**src/core/bemf_timing_regs.vh**
```
`ifndef BEMF_TIMING_REGS_VH
`define BEMF_TIMING_REGS_VH

// ----------------------------------------------------------------
// register indexes (byte address is four times the index)
// ----------------------------------------------------------------
`define SETTLE_DISCH_IDX 6'h28
`define OVR_SAMPLE_IDX 6'h29
`define TIMER_STATUS_IDX 6'h2a

// ----------------------------------------------------------------
// field positions
// ----------------------------------------------------------------
`define SETTLE_CODE_MSB 7
`define SETTLE_CODE_LSB 4
`define DISCH_CODE_MSB 3
`define DISCH_CODE_LSB 0
`define OD_LIMIT_MSB 5
`define OD_LIMIT_LSB 4
`define SAMPLE_CODE_MSB 3
`define SAMPLE_CODE_LSB 2
`define ZC_CODE_MSB 1
`define ZC_CODE_LSB 0

// ----------------------------------------------------------------
// reset values
// ----------------------------------------------------------------
`define SETTLE_DISCH_RST 8'h11
`define OVR_SAMPLE_RST 8'h0c

// ----------------------------------------------------------------
// timing
// ----------------------------------------------------------------
// clock cycles per microsecond at 125 MHz
`define TICK_CYCLES 16'h007d
`define US_PER_MS 17'h003e8
`define OD_LIMIT1_MS 17'h00019
`define OD_LIMIT2_MS 17'h00032
`define OD_LIMIT3_MS 17'h00064
`define SAMPLE_T0_US 17'h00096
`define SAMPLE_T1_US 17'h000c8
`define SAMPLE_T2_US 17'h000fa
`define SAMPLE_T3_US 17'h0012c
`define ZC_T0_US 17'h00064
`define ZC_T1_US 17'h000c8
`define DRIVE_BASE_US 17'h001f4
`define DRIVE_STEP_US 17'h00064

`endif

```
**src/core/bemf_sense_timing_regs.v**
```verilog
// Notes on behaviour
// - after the coil discharge time, wait the settle time, field 7-4 of bemf_settle_discharge_times, reset 1
// - settle codes 0-3: LRA 15/25/50/75 us, ERM 45/75/150/225 us
// - settle codes 4-15 are LRA only, 90 up to 285 us
// - wait the coil discharge time, field 3-0 of bemf_settle_discharge_times, reset 1
// - discharge codes 0-3: LRA 15/25/50/75 us, ERM 45/75/150/225 us
// - discharge codes 4-15 are LRA only, 90 up to 285 us, same steps
// - drive time codes 28-31 give 3.3-3.6 ms LRA, double for ERM
// - overdrive limit 0 = no clamp, 1-3 = 25/50/100 ms; ignored in calibration
// - sample wait around zero crossing, field 3-2 of overdrive_sample_zc_times: 150-300 us
// - crossing detect window, field 1-0 of overdrive_sample_zc_times: 100 or 200 us
//
// The APB slave port was left to the implementer.
`timescale 1ns/1ns
`include "bemf_timing_regs.vh"
module bemf_sense_timing_regs #(
   parameter [15:0] TICK_CYCLES = `TICK_CYCLES,
   parameter ADDR_W = 8
)(
   input wire mclk,
   input wire sys_rst,
   input wire psel,
   input wire penable,
   input wire pwrite,
   input wire [ADDR_W-1:0] paddr,
   input wire [31:0] pwdata,
   output reg [31:0] prdata_r,
   output reg pready_r,
   output reg pslverr_r,
   input wire erm_mode,
   input wire calib_or_diag,
   input wire bemf_start,
   output reg bemf_sample_go_r,
   input wire zc_seen,
   output wire amp_sample_go,
   input wire zc_window_start,
   output wire zc_window_open,
   input wire od_start,
   input wire od_stop,
   output wire od_clamp,
   input wire drive_start,
   input wire [4:0] drive_time_code,
   output wire drive_done
);
   // ----------------------------------------------------------------
   // decode tables
   // ----------------------------------------------------------------
   function [16:0] wait_us;
      input [3:0] code;
      input erm;
      begin
         if (erm)
         begin
            case (code)
               4'h0: wait_us = 17'h0002d;
               4'h1: wait_us = 17'h0004b;
               4'h2: wait_us = 17'h00096;
               default: wait_us = 17'h000e1;
            endcase
         end
         else
         begin
            case (code)
               4'h0: wait_us = 17'h0000f;
               4'h1: wait_us = 17'h00019;
               4'h2: wait_us = 17'h00032;
               4'h3: wait_us = 17'h0004b;
               4'h4: wait_us = 17'h0005a;
               4'h5: wait_us = 17'h00069;
               4'h6: wait_us = 17'h00078;
               4'h7: wait_us = 17'h00087;
               4'h8: wait_us = 17'h00096;
               4'h9: wait_us = 17'h000a5;
               4'ha: wait_us = 17'h000b4;
               4'hb: wait_us = 17'h000c3;
               4'hc: wait_us = 17'h000d2;
               4'hd: wait_us = 17'h000eb;
               4'he: wait_us = 17'h00104;
               default: wait_us = 17'h0011d;
            endcase
         end
      end
   endfunction

   function [16:0] drive_us;
      input [4:0] code;
      input erm;
      reg [16:0] lra;
      begin
         lra = `DRIVE_BASE_US + `DRIVE_STEP_US * {12'h000, code};
         drive_us = erm ? {lra[15:0], 1'b0} : lra;
      end
   endfunction

   function [16:0] limit_us;
      input [1:0] code;
      begin
         case (code)
            2'h1: limit_us = `OD_LIMIT1_MS * `US_PER_MS;
            2'h2: limit_us = `OD_LIMIT2_MS * `US_PER_MS;
            2'h3: limit_us = `OD_LIMIT3_MS * `US_PER_MS;
            default: limit_us = 17'h00000;
         endcase
      end
   endfunction

   // ----------------------------------------------------------------
   // registers and apb slave
   // ----------------------------------------------------------------
   reg [7:0] settle_disch_r;
   reg [7:0] ovr_sample_r;
   reg [7:0] rd_mux;
   reg hit;
   wire [5:0] idx = paddr[7:2];
   wire setup_ph = psel & ~penable;
   wire wr_go = psel & penable & pready_r & pwrite;
   wire [7:0] status;

   always @*
   begin
      hit = (paddr[1:0] == 2'h0) && ((paddr >> 8) == {ADDR_W{1'b0}});
      rd_mux = 8'h00;
      case (idx)
         `SETTLE_DISCH_IDX: rd_mux = settle_disch_r;
         `OVR_SAMPLE_IDX: rd_mux = ovr_sample_r;
         `TIMER_STATUS_IDX: rd_mux = status;
         default: hit = 1'b0;
      endcase
   end

   // zero wait states: pready rises in the first access cycle
   always @(posedge mclk or posedge sys_rst)
   begin
      if (sys_rst)
      begin
         pready_r <= 1'b0;
         prdata_r <= 32'h0000_0000;
         pslverr_r <= 1'b0;
         settle_disch_r <= `SETTLE_DISCH_RST;
         ovr_sample_r <= `OVR_SAMPLE_RST;
      end
      else
      begin
         pready_r <= setup_ph;
         if (setup_ph)
         begin
            prdata_r <= {24'h00_0000, rd_mux};
            pslverr_r <= ~hit;
         end
         if (wr_go && hit && idx == `SETTLE_DISCH_IDX)
            settle_disch_r <= pwdata[7:0];
         if (wr_go && hit && idx == `OVR_SAMPLE_IDX)
            ovr_sample_r <= pwdata[7:0];
      end
   end

   wire [3:0] settle_code = settle_disch_r[`SETTLE_CODE_MSB:`SETTLE_CODE_LSB];
   wire [3:0] disch_code = settle_disch_r[`DISCH_CODE_MSB:`DISCH_CODE_LSB];
   wire [1:0] od_code = ovr_sample_r[`OD_LIMIT_MSB:`OD_LIMIT_LSB];
   wire [1:0] sample_code = ovr_sample_r[`SAMPLE_CODE_MSB:`SAMPLE_CODE_LSB];
   wire [1:0] zc_code = ovr_sample_r[`ZC_CODE_MSB:`ZC_CODE_LSB];

   // ----------------------------------------------------------------
   // microsecond tick
   // ----------------------------------------------------------------
   wire us_tick;

   tick_divider #(.DIV(TICK_CYCLES)) u_tick (
      .mclk(mclk),
      .sys_rst(sys_rst),
      .tick_r(us_tick)
   );

   // ----------------------------------------------------------------
   // discharge then settle sequence
   // ----------------------------------------------------------------
   localparam [1:0] SEQ_IDLE = 2'h0;
   localparam [1:0] SEQ_DISCH = 2'h1;
   localparam [1:0] SEQ_SETTLE = 2'h2;

   reg [1:0] seq_r;
   reg [1:0] seq_nxt;
   wire disch_busy;
   wire disch_done;
   wire settle_busy;
   wire settle_done;
   wire seq_go = bemf_start && seq_r == SEQ_IDLE;

   always @*
   begin
      case (seq_r)
         SEQ_IDLE: seq_nxt = bemf_start ? SEQ_DISCH : SEQ_IDLE;
         SEQ_DISCH: seq_nxt = disch_done ? SEQ_SETTLE : SEQ_DISCH;
         SEQ_SETTLE: seq_nxt = settle_done ? SEQ_IDLE : SEQ_SETTLE;
         default: seq_nxt = SEQ_IDLE;
      endcase
   end

   always @(posedge mclk or posedge sys_rst)
   begin
      if (sys_rst)
      begin
         seq_r <= SEQ_IDLE;
         bemf_sample_go_r <= 1'b0;
      end
      else
      begin
         seq_r <= seq_nxt;
         bemf_sample_go_r <= settle_done;
      end
   end

   wait_timer u_disch (
      .mclk(mclk),
      .sys_rst(sys_rst),
      .tick(us_tick),
      .start(seq_go),
      .abort(1'b0),
      .len(wait_us(disch_code, erm_mode)),
      .busy_r(disch_busy),
      .done_r(disch_done)
   );

   wait_timer u_settle (
      .mclk(mclk),
      .sys_rst(sys_rst),
      .tick(us_tick),
      .start(disch_done),
      .abort(1'b0),
      .len(wait_us(settle_code, erm_mode)),
      .busy_r(settle_busy),
      .done_r(settle_done)
   );

   // ----------------------------------------------------------------
   // zero crossing timing
   // ----------------------------------------------------------------
   wire sample_busy;
   wire [16:0] sample_len = (sample_code == 2'h0) ? `SAMPLE_T0_US :
                            (sample_code == 2'h1) ? `SAMPLE_T1_US :
                            (sample_code == 2'h2) ? `SAMPLE_T2_US : `SAMPLE_T3_US;

   wait_timer u_sample (
      .mclk(mclk),
      .sys_rst(sys_rst),
      .tick(us_tick),
      .start(zc_seen & ~sample_busy),
      .abort(1'b0),
      .len(sample_len),
      .busy_r(sample_busy),
      .done_r(amp_sample_go)
   );

   wait_timer u_zc (
      .mclk(mclk),
      .sys_rst(sys_rst),
      .tick(us_tick),
      .start(zc_window_start),
      .abort(1'b0),
      .len((zc_code == 2'h0) ? `ZC_T0_US : `ZC_T1_US),
      .busy_r(zc_window_open),
      .done_r()
   );

   // ----------------------------------------------------------------
   // overdrive clamp and drive time
   // ----------------------------------------------------------------
   wire od_busy;
   wire drive_busy;

   // clamp only when enabled and not calibrating
   wait_timer u_od (
      .mclk(mclk),
      .sys_rst(sys_rst),
      .tick(us_tick),
      .start(od_start && od_code != 2'h0 && !calib_or_diag),
      .abort(od_stop | calib_or_diag),
      .len(limit_us(od_code)),
      .busy_r(od_busy),
      .done_r(od_clamp)
   );

   wait_timer u_drive (
      .mclk(mclk),
      .sys_rst(sys_rst),
      .tick(us_tick),
      .start(drive_start),
      .abort(1'b0),
      .len(drive_us(drive_time_code, erm_mode)),
      .busy_r(drive_busy),
      .done_r(drive_done)
   );

   assign status = {1'b0, erm_mode, drive_busy, od_busy, zc_window_open, sample_busy,
                    settle_busy, disch_busy};
endmodule // bemf_sense_timing_regs

```
**src/core/tick_divider.v**
```verilog
`timescale 1ns/1ns
module tick_divider #(
   parameter [15:0] DIV = 16'h007d
)(
   input wire mclk,
   input wire sys_rst,
   output reg tick_r
);
   reg [15:0] cnt_r;

   always @(posedge mclk or posedge sys_rst)
   begin
      if (sys_rst)
      begin
         cnt_r <= 16'h0000;
         tick_r <= 1'b0;
      end
      else if (cnt_r >= DIV - 16'h0001)
      begin
         cnt_r <= 16'h0000;
         tick_r <= 1'b1;
      end
      else
      begin
         cnt_r <= cnt_r + 16'h0001;
         tick_r <= 1'b0;
      end
   end
endmodule // tick_divider

```
**src/core/wait_timer.v**
```verilog
`timescale 1ns/1ns
module wait_timer #(
   parameter W = 17
)(
   input wire mclk,
   input wire sys_rst,
   input wire tick,
   input wire start,
   input wire abort,
   input wire [W-1:0] len,
   output reg busy_r,
   output reg done_r
);
   reg [W-1:0] cnt_r;

   // one extra tick is counted so that a start between ticks never
   // comes out short of the programmed time
   always @(posedge mclk or posedge sys_rst)
   begin
      if (sys_rst)
      begin
         cnt_r <= {W{1'b0}};
         busy_r <= 1'b0;
         done_r <= 1'b0;
      end
      else
      begin
         done_r <= 1'b0;
         if (abort)
            busy_r <= 1'b0;
         else if (start)
         begin
            busy_r <= 1'b1;
            cnt_r <= len;
         end
         else if (busy_r && tick)
         begin
            if (cnt_r == {W{1'b0}})
            begin
               busy_r <= 1'b0;
               done_r <= 1'b1;
            end
            else
               cnt_r <= cnt_r - {{(W-1){1'b0}}, 1'b1};
         end
      end
   end
endmodule // wait_timer

```
**config.mk**
```make
export PLATFORM = sky130hd
export DESIGN_NAME = bemf_sense_timing_regs
export DESIGN_NICKNAME = d
export VERILOG_FILES = /design/src/core/bemf_sense_timing_regs.v /design/src/core/tick_divider.v /design/src/core/wait_timer.v
export VERILOG_INCLUDE_DIRS = /design/src /design/src/core
export SDC_FILE = /design/constraint.sdc
export NUM_CORES = 1
export LEC_CHECK = 0
export BUFFER_PORTS_ARGS = -buffer_cell sky130_fd_sc_hd__clkbuf_2
export CORE_MARGIN = 1
export CORE_UTILIZATION = 40
export DETAILED_ROUTE_END_ITERATION = 8
export SLEW_MARGIN = 30
export SYNTH_ARGS = -nofsm -noshare
export SYNTH_HDL_FRONTEND = slang
export SYNTH_SLANG_ARGS = --single-unit
```
**constraint.sdc**
```tcl
create_clock -name mclk -period 5.48 [get_ports mclk]
set_clock_uncertainty 0.15 [all_clocks]
set_input_delay 1.096 -clock mclk [delete_from_list [all_inputs] [get_ports mclk]]
set_output_delay 1.096 -clock mclk [all_outputs]
set_load 0.01 [all_outputs]
```
# ---- After elaboration in Yosys (flattened, before gate mapping)
# Memories as Yosys holds them, arrays and structs flattened.
# Index checks and enable logic that the tools add are counted.
dict set report classes {
  n_addsub 8
  eq_ne 20
  magnitude_cmp 1
  n_bitwise 10
  reduce_logical 52
  n_mul 1
  n_mux 71
}
# op count
set ops {}
lappend ops {{two-way mux 17 bit} 20}
lappend ops {{zero test 17 bit} 6}
lappend ops {{subtractor 17 x 1 -> 17 bit, second input constant} 6}
lappend ops {{case mux 8 bit (3 select lines)} 3}
lappend ops {{case mux 17 bit (3 select lines)} 1}
lappend ops {{two-way mux 1 bit} 38}
lappend ops {{two-way mux 9 bit} 3}
lappend ops {{nonzero test 2 bit} 12}
lappend ops {{AND reduction 2 bit} 11}
lappend ops {{equality test 6 bit, second input constant} 3}
lappend ops {{adder 16 x 1 -> 16 bit, second input constant} 1}
lappend ops {{greater-or-equal comparator 16 x 7 -> 1 bit, second input constant} 1}
lappend ops {{two-way mux 16 bit} 1}
lappend ops {{two-way mux 14 bit} 1}
lappend ops {{adder 9 x 12 -> 13 bit, first input constant} 1}
lappend ops {{logical AND 1 bit} 12}
lappend ops {{multiplier 5 x 5 -> 10 bit, first input constant} 1}
lappend ops {{equality test 2 bit, second input constant} 4}
lappend ops {{equality test 4 x 1 -> 1 bit, second input constant} 2}
lappend ops {{equality test 4 x 2 -> 1 bit, second input constant} 2}
lappend ops {{zero test 2 bit} 4}
lappend ops {{zero test 4 bit} 2}
lappend ops {{two-way mux 8 bit} 1}
lappend ops {{!= test 2 bit, second input constant} 4}
lappend ops {{11 further kinds} 23}
dict set report word_totals {
  romBits 288
  wordCells 191
  inputBits 58
  mem_count 2
  out_inout_bits 39
  ff_bits 159
}
# memory words width read_ports rd_ports_with_merged_regs write_ports line_no
set mem_list {}
lappend mem_list {{(no name shown)} 16 9 1 0 0 bemf_sense_timing_regs.v:63} ;# case (code)
lappend mem_list {{(no name shown)} 16 9 1 0 0 bemf_sense_timing_regs.v:63}

# ---- Depth between registers and ports, before layout
# Gate-level depths: netlist of run 1.
dict set report logic_depth {
  depth_word 5
  ltp_mapped 12
}

# ---- By module
# A second synthesis of run 1 with hierarchy kept.
dict set report hier_totals {
  cells_unflattened 1325
  area_unflattened_um2 10935.5
}
# module area_each_um2 instances seq_area_each_um2 cells_each
set by_module_without_submodules {}
lappend by_module_without_submodules {{wait_timer at u_disch ...} 1192.4 5 475.5 149}
lappend by_module_without_submodules {bemf_sense_timing_regs 3140.5 1 730.7 384}
lappend by_module_without_submodules {{wait_timer at u_zc} 1206.2 1 475.5 147}
lappend by_module_without_submodules {tick_divider 626.9 1 425.4 49}

# ---- Least setup slack after synthesis of run 1
# Ideal clock, no wire load.
dict set report synth_timing {
  path_type {input -> register}
  start {in drive_time_code[1]}
  end {reg u_drive.cnt_r[10]}
  path_buffers 0
  path_slack_ns 1.864
  path_stages 10
  t_required_ns 5.226
  arrival_ns 3.362
  cell_sequence {ha_1 -> ha_1 -> ha_1 -> inv_1 -> fa_1 -> xor2_1 -> and4b_1 -> nor3_1 -> xnor2_1 -> a221oi_1}
}
dict set report synth_between {
  elab_chain_len 4
}
# element line_no
set synth_rtl {}
lappend synth_rtl {{start, declared} bemf_sense_timing_regs.v:42} ;# input wire [4:0] drive_time_code,
lappend synth_rtl {{multiplier 5 x 5 -> 10 bit (no line)} -}
lappend synth_rtl {{adder 9 x 12 -> 13 bit (no line)} -}
lappend synth_rtl {{two-way mux 14 bit} bemf_sense_timing_regs.v:91} ;# drive_us = erm ? {lra[15:0], 1'b0} : lra;
lappend synth_rtl {{two-way mux 17 bit} wait_timer.v:31} ;# else if (start)
lappend synth_rtl {{end signal, assigned} wait_timer.v:22} ;# cnt_r <= {W{1'b0}};
lappend synth_rtl {{end signal, assigned} wait_timer.v:34} ;# cnt_r <= len;
lappend synth_rtl {{end signal, assigned} wait_timer.v:44} ;# cnt_r <= cnt_r - {{(W-1){1'b0}}, 1'b1};
lappend synth_rtl {{end, declared} wait_timer.v:14} ;# reg [W-1:0] cnt_r;
# No other way between the ends.
# A chain may end at the register's enable or synchronous reset.

# ---- Final worst setup path of run 1
dict set report layout_timing {
  start {in drive_time_code[2]}
  end {reg u_drive.cnt_r[10]}
}
# Same word-level chain as after synthesis.

==> results of run 1 <==
[per-stage QoR]
| step | std cells | area, sq um |
|---|---|---|
| 6_report | 1416 | 10640 |
| 5_1_grt | 1416 | 10640 |
| 4_1_cts | 1416 | 10640 |
| 3_5_place_dp | 1384 | 10070 |
| 3_3_place_gp | 1384 | 10060 |
| 2_1_floorplan | 1076 | 9708 |
[cells by family (layout without fill, tap and decap cells)]
group,count (synthesis),after routing
compound gates,217,217
xor+xnor,74,74
fa+ha+maj,49,49
buf+inv,102,123
flops,159,159
mux,29,29
other cells,1,33
simple gates,413,413
[synthesized netlist by cell type (all sizes together) (17+ instances only)]
cell type  count
o21ai         68
clkbuf        37
nand2         90
ha            48
nor3          39
nand4         17
dfrtp        155
or4           17
xor2          52
buf           27
inv           38
nor2         120
nand3         30
a21oi         52
xnor2         22
[registers in the layout (all words and copies together), names as in the netlist, 2 cells and up]
signal	cells
ovr_sample_r	8
prdata_r	8
seq_r	2
settle_disch_r	8
u_disch.cnt_r	17
u_drive.cnt_r	17
u_od.cnt_r	17
u_sample.cnt_r	17
u_settle.cnt_r	17
u_tick.cnt_r	16
u_zc.cnt_r	17
[metal layers]
layer / track usage / wire length, um / vias up
met1: 0.2338 / 9913 / 3564
met5: 0 / 0 / -
li1: - / - / 3766
met3: 0.02382 / 531 / 19
met2: 0.2806 / 9241 / 92
met4: 0.05789 / 280 / 0
[power groups by stage]
stage / logic (mW) / clock network (mW) / registers, mW
after floorplan: 0.768 / 0 / 1.61
after global placement: 0.904 / 0 / 1.66
after detailed placement: 0.920 / 0 / 1.66
after CTS: 0.929 / 1.17 / 1.65
after global routing: 1.06 / 1.22 / 1.69
final: 0.918 / 1.14 / 1.65
[final cells by class]
cell class / count / area share
Clock inverter: 11 / 0.009172
Sequential cell: 159 / 0.3744
Tap cell: 319 / 0.03751
Timing Repair Buffer: 53 / 0.02728
Clock buffer: 21 / 0.04421
Multi-Input combinational cell: 815 / 0.4937
Inverter: 38 / 0.01376
[layout by cell type (no fill, tap or decap), types with 7 or more instances in the layout]
cell,instances
nor3_1,38
a21oi_1,51
or3_1,15
a211oi_1,9
o211ai_1,9
a31oi_1,11
clkbuf_16,17
xnor2_1,22
nor3b_1,9
dfrtp_1,155
nor4_1,12
o22ai_1,7
nand3b_1,8
conb_1,33
or4_1,15
a22o_1,7
nor2_1,119
nand3_1,30
o21ai_0,66
nand4_1,17
xor2_1,52
nand2b_1,11
mux2i_1,13
nand2_1,90
mux2_2,16
inv_1,37
clkbuf_2,47
nor2b_1,10
ha_1,48
[worst paths after layout]
| kind | from | end | slack, ns |
|---|---|---|---|
| worst max-delay path | drive_time_code[2] | u_drive.cnt_r[10] | 1.92 |
| worst min-delay path | u_settle.done_r | bemf_sample_go_r | 0.29 |
| worst max register to register | u_sample.cnt_r[0] | u_sample.cnt_r[10] | 2.56 |
| worst min register to register | u_settle.done_r | bemf_sample_go_r | 0.29 |
| max in group asynchronous | sys_rst | u_zc.cnt_r[12] | 3.76 |
| min in group asynchronous | sys_rst | u_od.cnt_r[11] | 0.69 |
==> results.json, run 1 <==
{
  "fin_nets": 1191,
  "clock-root-buffer": "clkbuf_16",
  "hp-class": "reg -> reg",
  "cts_num_sinks": 159,
  "p_sw_frac": 0.3438,
  "powerDensity_mw_per_mm2": 348.6,
  "intPower_mw": 2.434,
  "hold_buffers": 0,
  "synth-adder-area-share": 0.06475,
  "yosys_register_bits": 159,
  "utilization": 0.4533,
  "maxCapViolCount": 0,
  "place.gp.congestion": 0.8278,
  "clk_pin_slew_ns": 0.06,
  "outcome": "finished clean",
  "htreeDepth": 4,
  "syn_area_sq_mm": 0.009584,
  "synth.distinct_cells": 78,
  "antenna_found_initial": 0,
  "multiInputGateArea_sq_mm": 0.005253,
  "synthFlopType": "dfrtp_1",
  "yosysSeqAreaShare": 0.4157,
  "worst-setup-path-type": "in -> reg",
  "n_fill_cell": 2308,
  "die_y_um": 156.8,
  "comb_power_share": 0.247,
  "total_power_mw": 3.709,
  "synth_compound_area_frac": 0.1470,
  "synth-simple-area-share": 0.2218,
  "power_leakage_nw": 4.598,
  "remaining_drc_errors": 0,
  "setup_ws_ns": 1.919,
  "numCtsBuffers": 17,
  "endpoint_kind": "flop",
  "synth_top_cell_by_area": "dfrtp_1",
  "crit_required_ns": 5.66,
  "wl_per_cell_um": 14.10,
  "gr-total-overflow": 0,
  "routed_wl_mm": 19.97,
  "critPathSlowestCell": "nor3_1",
  "cts.path.max_buffers": 2,
  "synth_top_cells_by_area": "dfrtp_1 (40%), ha_1 (6.3%), xor2_1 (4.8%)",
  "holdWs_ns": 0.2916,
  "timing_hold_violations_final": 0,
  "crit_top_cell": "inv_1",
  "track_usage": 0.1721,
  "yosysTopAreaCellShare": 0.4047,
  "cts_setup_buffers": 0,
  "io_pins": 97,
  "maxSlewViolCount": 0,
  "yosys_warnings": 0,
  "finalSetupViolCount": 0,
  "io_buffers": 48,
  "max_freq_mhz": 280.8,
  "start_util": 0.4083,
  "synth_xor_area_frac": 0.06762,
  "worst_skew_pair.late_latency_ns": 0.44,
  "pre_cts_ws_ns": 1.470,
  "fp-row-count": 56,
  "grt_max_degree": 160,
  "seqPwrFrac": 0.444,
  "syn_to_final_growth_pct": 11.02,
  "synth_top_family_by_area": "simple AND/OR/NAND/NOR gates",
  "ir_drop_v": 0.0001622,
  "regArea_sq_mm": 0.003984,
  "arrival_ns": 3.74,
  "antenna_left": 0,
  "antenna_cells": 0,
  "cp.depth": 12,
  "hpwl_mm": 13.75,
  "core_sq_mm": 0.02347,
  "holdPathStages": 0,
  "num_vias": 7441,
  "p_clk_frac": 0.308,
  "synthArstFlopShare": 1.000,
  "dieArea_sq_mm": 0.02458,
  "drive_gt1_frac": 0.1149,
  "grt_pass1_vias": 7054,
  "grt_pass1_wl_mm": 33.95,
  "synthMuxAreaShare": 0.03238,
  "syn_inst": 1044,
  "die_w_um": 156.8,
  "period_share": 0.6499,
  "cts_tree": "yes",
  "relSlewSlack": 0.3713,
  "ff2ff_path_depth": 8,
  "cp.buffers_inverters": 4,
  "path_cells": "clkbuf_2 -> inv_1 -> ha_1 -> inv_1 -> ha_1 -> inv_1 -> fa_1 -> xor2_1 -> and4b_1 -> nor3_1 -> xnor2_1 -> a221oi_1",
  "rsz0062_at_grt": "false",
  "cts_resized": 0,
  "via_per_inst": 5.255,
  "period_minus_slack_ns": 3.561,
  "synth-edff-count": 0,
  "worstPathMaxFanout": 8,
  "crit_path_start_kind": "input pin",
  "fin_setup_tns_ns": 0,
  "cpPeakStageDelay_ns": 0.49,
  "tightest_slew_ns": 0.9410,
  "power.switching_mw": 1.275,
  "crit_family": "adder cells",
  "dr.first_iter.drc_count": 406,
  "first_pass_iters": 5,
  "syn_avg_cell_area_sq_um": 9.180
}
(Power assumes the default switching activity.)
==> inputs of run 2 (changes only) <==
==> constraint.sdc (replaced) <==
create_clock -name mclk -period 3.59 [get_ports mclk]
set_clock_uncertainty 0.15 [all_clocks]
set_input_delay 0.718 -clock mclk [delete_from_list [all_inputs] [get_ports mclk]]
set_output_delay 0.718 -clock mclk [all_outputs]
set_load 0.01 [all_outputs]
==> run 2 against run 1 <==
Against the previous run: non-clock buffer count up 8; clock-buffer cell count up 1; utilization up 0.61 points; flip-flop and latch count unchanged; routed wire length up 0.74%; register-to-register slack worse by 1.7 ns; largest power group unchanged; final area up 1.4%; total power up 59%.
==> results.json, run 2 (synthesis results as in run 1) <==
{
  "clock-root-buffer": "clkbuf_16",
  "io_pins": 97,
  "gr-total-overflow": 0,
  "die_w_um": 156.8,
  "dr.first_iter.drc_count": 440,
  "clk_pin_slew_ns": 0.07,
  "hold_buffers": 0,
  "multiInputGateArea_sq_mm": 0.005256,
  "holdWs_ns": 0.2777,
  "dieArea_sq_mm": 0.02458,
  "p_sw_frac": 0.3281,
  "antenna_left": 0,
  "worst-r2r-setup-slack_ns": 0.86,
  "fin_setup_tns_ns": 0,
  "drive_gt1_frac": 0.1213,
  "cts_resized": 0,
  "remaining_drc_errors": 0,
  "ir_drop_v": 0.0002526,
  "endpoint_kind": "flop",
  "final_common_cell": "dfrtp_1",
  "wl_per_cell_um": 14.12,
  "p_clk_frac": 0.332,
  "crit_path_start_kind": "input pin",
  "num_vias": 7513,
  "cts_tree": "yes",
  "grt_pass1_vias": 7093,
  "hp-class": "in -> async",
  "routed_wl_mm": 20.12,
  "cts_num_sinks": 159,
  "via_per_inst": 5.272,
  "htreeDepth": 4,
  "track_usage": 0.1739,
  "place.gp.congestion": 0.8143,
  "tightest_slew_ns": 0.8805,
  "setup_ws_ns": 0.5305,
  "crit_required_ns": 3.79,
  "dpl_cell_area_sq_mm": 0.01014,
  "power.switching_mw": 1.930,
  "die_y_um": 156.8,
  "core_sq_mm": 0.02347,
  "period_share": 0.8522,
  "syn_to_final_growth_pct": 12.52,
  "hpwl_mm": 13.99,
  "finalSetupViolCount": 0,
  "rsz0062_at_grt": "false",
  "io_buffers": 48,
  "max_freq_mhz": 326.9,
  "grt_max_degree": 65,
  "period_minus_slack_ns": 3.059,
  "powerDensity_mw_per_mm2": 545.5,
  "timing_hold_violations_final": 0,
  "fin_nets": 1199,
  "start_util": 0.4083,
  "maxSlewViolCount": 0,
  "fin_area_sq_mm": 0.01078,
  "n_fill_cell": 2295,
  "regArea_sq_mm": 0.003984,
  "maxCapViolCount": 0,
  "seqPwrFrac": 0.428,
  "intPower_mw": 3.953,
  "numCtsBuffers": 17,
  "comb_power_share": 0.240,
  "worst_skew_pair.late_latency_ns": 0.43,
  "outcome": "finished clean",
  "power_leakage_nw": 4.679,
  "arrival_ns": 3.26,
  "cts.path.max_buffers": 2,
  "final_cell_mix": "dfrtp_1 (155), nor2_1 (119), nand2_1 (90), o21ai_0 (66), xor2_1 (52)",
  "relSlewSlack": 0.4130,
  "worst-setup-path-type": "in -> reg",
  "worstPathMaxFanout": 6,
  "cts_setup_buffers": 0,
  "grt_pass1_wl_mm": 34.48,
  "antenna_found_initial": 1,
  "total_power_mw": 5.882,
  "pre_cts_ws_ns": 0.09866,
  "first_pass_iters": 4,
  "fp-row-count": 56
}
## run 2: cell types whose count changed in the layout (fill, tap and decap cells not counted), sizes merged
cell / previous run / this run
buf: 6 / 13
bufinv: 0 / 3
clkbuf: 68 / 70
clkinv: 3 / 2
clkinvlp: 4 / 2
diode: 0 / 1
inv: 42 / 41
## run 2: power groups by stage
stage | Combinational [mW] | Sequential [mW] | Clock [mW]
floorplan | 1.17 | 2.46 | 0
global placement | 1.39 | 2.53 | 0
detailed placement | 1.42 | 2.54 | 0
CTS | 1.43 | 2.51 | 2.00
global route | 1.62 | 2.57 | 2.07
finish | 1.41 | 2.52 | 1.95
## run 2: metrics by stage
stage          std cells  utilization
6_report            1425       0.4594
5_1_grt             1424       0.4593
4_1_cts             1424       0.4591
3_5_place_dp        1392       0.4321
3_3_place_gp        1392       0.4318
2_1_floorplan       1076            -
## run 2: worst paths after layout
path | end | cells after the start | startpoint
worst max-delay path | u_drive.cnt_r[12] | 12 | drive_time_code[1]
worst min-delay path | u_od.cnt_r[16] | 2 | sys_rst
worst max register to register | u_settle.cnt_r[14] | 8 | u_settle.cnt_r[0]
worst min register to register | bemf_sample_go_r | 0 | u_settle.done_r
max in group asynchronous | settle_disch_r[0] | 3 | sys_rst
min in group mclk | bemf_sample_go_r | 0 | u_settle.done_r
## run 2: critical path: stages
cell	delay (ns)
clkbuf_2	0.12
ha_1	0.30
ha_1	0.29
ha_1	0.19
inv_1	0.06
fa_1	0.39
nand2b_1	0.16
a21oi_1	0.15
xor2_1	0.40
nand3_1	0.15
xor2_1	0.17
o211ai_1	0.16
## run 2: final cells by class
class | instances | share of cell area
repair buffers | 61 | 0.03365
flip-flops and latches | 159 | 0.3694
clock inverters | 10 | 0.01381
well taps | 319 | 0.03701
clock buffers | 22 | 0.04490
diodes | 1 | 0.0002320
inverters | 38 | 0.01357
multi-input cells | 815 | 0.4874
## run 2: routing by layer
metal / wire (um) / global-route usage / vias up
li1: - / - / 3777
met1: 9974 / 0.2367 / 3632
met2: 9462 / 0.2821 / 90
met3: 520 / 0.03406 / 14
met4: 157 / 0.04342 / 0
met5: 0 / 0 / -
==> inputs of run 3 (changes only) <==
--- a/config.mk
+++ b/config.mk
@@ -9,8 +9,10 @@
 export BUFFER_PORTS_ARGS = -buffer_cell sky130_fd_sc_hd__clkbuf_2
 export CORE_MARGIN = 1
 export CORE_UTILIZATION = 40
+export CTS_CLUSTER_SIZE = 20
 export DETAILED_ROUTE_END_ITERATION = 8
 export SLEW_MARGIN = 30
 export SYNTH_ARGS = -nofsm -noshare
 export SYNTH_HDL_FRONTEND = slang
+export SYNTH_HIERARCHICAL = 1
 export SYNTH_SLANG_ARGS = --single-unit
==> run 3 against run 2 <==
Against the previous run: the flow now finishes with violations (design-rule violations); clock-buffer cell count decreased by 5; combinational power is 31% lower; cell count up 25%; register-to-register slack got worse by 0.11 ns; sequential power is 15% lower; largest power group unchanged; worst setup slack worse by 0.091 ns; routed wire length up 30%; synthesized area rose by 14%; flip-flop and latch count unchanged; critical path depth rose by 2; clock power decreased by 4%.
==> results.json, run 3 <==
{
  "period_share": 0.8777,
  "grt_pass1_vias": 9256,
  "holdPathStages": 0,
  "worstPathMaxFanout": 6,
  "finalSetupViolCount": 0,
  "dr.first_iter.drc_count": 707,
  "holdWs_ns": 0.2648,
  "hpwl_mm": 18.38,
  "hold_buffers": 0,
  "powerDensity_mw_per_mm2": 405.4,
  "cpPeakStageDelay_ns": 0.39,
  "io_buffers": 48,
  "fp-row-count": 60,
  "maxCapViolCount": 0,
  "fin_setup_tns_ns": 0,
  "outcome": "complete, but fails checks",
  "max_freq_mhz": 317.4,
  "crit_top_cell": "ha_1",
  "power_leakage_nw": 5.397,
  "clock-root-buffer": "clkbuf_16",
  "grt_max_degree": 48,
  "final_cell_mix": "nor2_1 (171), o21ai_0 (162), dfrtp_1 (155), a21oi_1 (108), conb_1 (107)",
  "yosys_warnings": 6,
  "syn_area_sq_mm": 0.01091,
  "final_common_cell": "nor2_1",
  "htreeDepth": 4,
  "violations": "design-rule violations",
  "cts.path.max_buffers": 2,
  "drive_gt1_frac": 0.1342,
  "ff2ff_path_depth": 8,
  "worstReg2RegStart": "u_sample/cnt_r[0]",
  "cts_resized": 0,
  "endpoint_kind": "flop",
  "crit_family": "adder cells",
  "arrival_ns": 3.30,
  "clk_pin_slew_ns": 0.07,
  "hp-class": "reg -> reg",
  "cts_setup_buffers": 0,
  "rsz0062_at_grt": "false",
  "start_util": 0.4058,
  "worst-r2r-setup-slack_ns": 0.75,
  "place.gp.congestion": 0.8436,
  "numCtsBuffers": 17,
  "syn_to_final_growth_pct": 12.77,
  "crit_required_ns": 3.74,
  "via_per_inst": 5.465,
  "num_vias": 9766,
  "worst-setup-path-type": "in -> reg",
  "core_sq_mm": 0.02688,
  "gr-total-overflow": 0,
  "path_cells": "clkbuf_2 -> ha_1 -> ha_1 -> ha_1 -> inv_1 -> fa_1 -> xnor2_1 -> buf_4 -> nor3_1 -> nor2_1 -> mux2i_1 -> o22ai_1 -> a222oi_1 -> o21ai_1",
  "timing_hold_violations_final": 0,
  "antenna_left": 0,
  "relSlewSlack": 0.4514,
  "routed_wl_mm": 26.07,
  "antenna_cells": 0,
  "worst_skew_pair.late_latency_ns": 0.43,
  "grt_pass1_wl_mm": 44.94,
  "antenna_found_initial": 0,
  "r2r_end": "u_sample/cnt_r[0]",
  "dieArea_sq_mm": 0.02793,
  "die_y_um": 167.1,
  "track_usage": 0.1942,
  "fin_nets": 1540,
  "wl_per_cell_um": 14.59,
  "cts_tree": "yes",
  "syn_avg_cell_area_sq_um": 8.243,
  "syn_inst": 1323,
  "first_pass_iters": 7,
  "hp-start": "u_settle/done_r",
  "io_pins": 97,
  "period_minus_slack_ns": 3.151,
  "cts_num_sinks": 159,
  "critPathSlowestCell": "fa_1",
  "whs_endpoint": "bemf_sample_go_r",
  "remaining_drc_errors": 1,
  "crit_path_start_kind": "input pin",
  "cp.buffers_inverters": 3,
  "die_w_um": 167.1,
  "maxSlewViolCount": 0,
  "tightest_slew_ns": 0.8220,
  "ir_drop_v": 0.0002958,
  "n_fill_cell": 2672
}
## run 3: worst reg2reg max path, cell delays in order (launching register included)
cell and delay, ns:
dfrtp_1 0.42, inv_1 0.07, ha_1 0.23, or4b_4 0.53, or2_2 0.34, o21ai_1 0.51
buf_4 0.28, or3_1 0.12, nand3_1 0.07
## run 3: area by class of cell
| type | count | area [sq um] | area share |
|---|---|---|---|
| clock inverter | 15 | 170.2 | 0.01384 |
| clock buffer | 17 | 425.4 | 0.03459 |
| inverter | 52 | 195.2 | 0.01587 |
| sequential | 159 | 3984 | 0.3239 |
| tap | 341 | 426.7 | 0.03469 |
| timing repair buffer | 77 | 457.9 | 0.03724 |
| multi-input combinational | 1126 | 6639 | 0.5398 |
## run 3: where the power goes
| group | switching, mW | total [mW] | internal [mW] | leakage [nW] |
|---|---|---|---|---|
| Clock | 0.827 | 1.87 | 1.05 | 0.288 |
| Combinational | 0.576 | 0.976 | 0.400 | 3.09 |
| Sequential | 0.187 | 2.14 | 1.95 | 2.02 |
| Total | 1.59 | 4.99 | 3.40 | 5.40 |
## run 3: through the flow
stage          instance area, sq um  power [mW]    util  instances  setup slack, ns
2_1_floorplan                 11300       2.906       -       1427           0.1699
3_3_place_gp                  11700       3.114  0.4352       1755          0.06071
3_5_place_dp                  11700       3.139  0.4352       1755          0.03153
4_1_cts                       12290       5.044  0.4574       1787           0.4602
5_1_grt                       12300       5.279  0.4576       1787           0.2031
6_report                      12300       4.985  0.4576       1787           0.4391
## run 3: worst max-delay path by stage
stage	from	to	slack [ns]	depth (start not counted)
final	drive_time_code[1]	u_drive/cnt_r[12]	0.44	14
after global routing	drive_time_code[1]	u_drive/cnt_r[12]	0.20	14
after CTS	drive_time_code[1]	u_drive/cnt_r[12]	0.46	14
after detailed placement	drive_time_code[1]	u_drive/cnt_r[12]	0.03	14
after global placement	drive_time_code[1]	u_drive/cnt_r[12]	0.06	14
after floorplan	drive_time_code[2]	u_drive/cnt_r[12]	0.17	14
## run 3: per-layer routing
metal  vias to the layer above  track usage  part of all wire
li1                       4930            -                 -
met1                      4634       0.2576              0.48
met2                       170       0.3251              0.47
met3                        32      0.02836             0.029
met4                         0      0.06280             0.019
met5                         -            0                 0
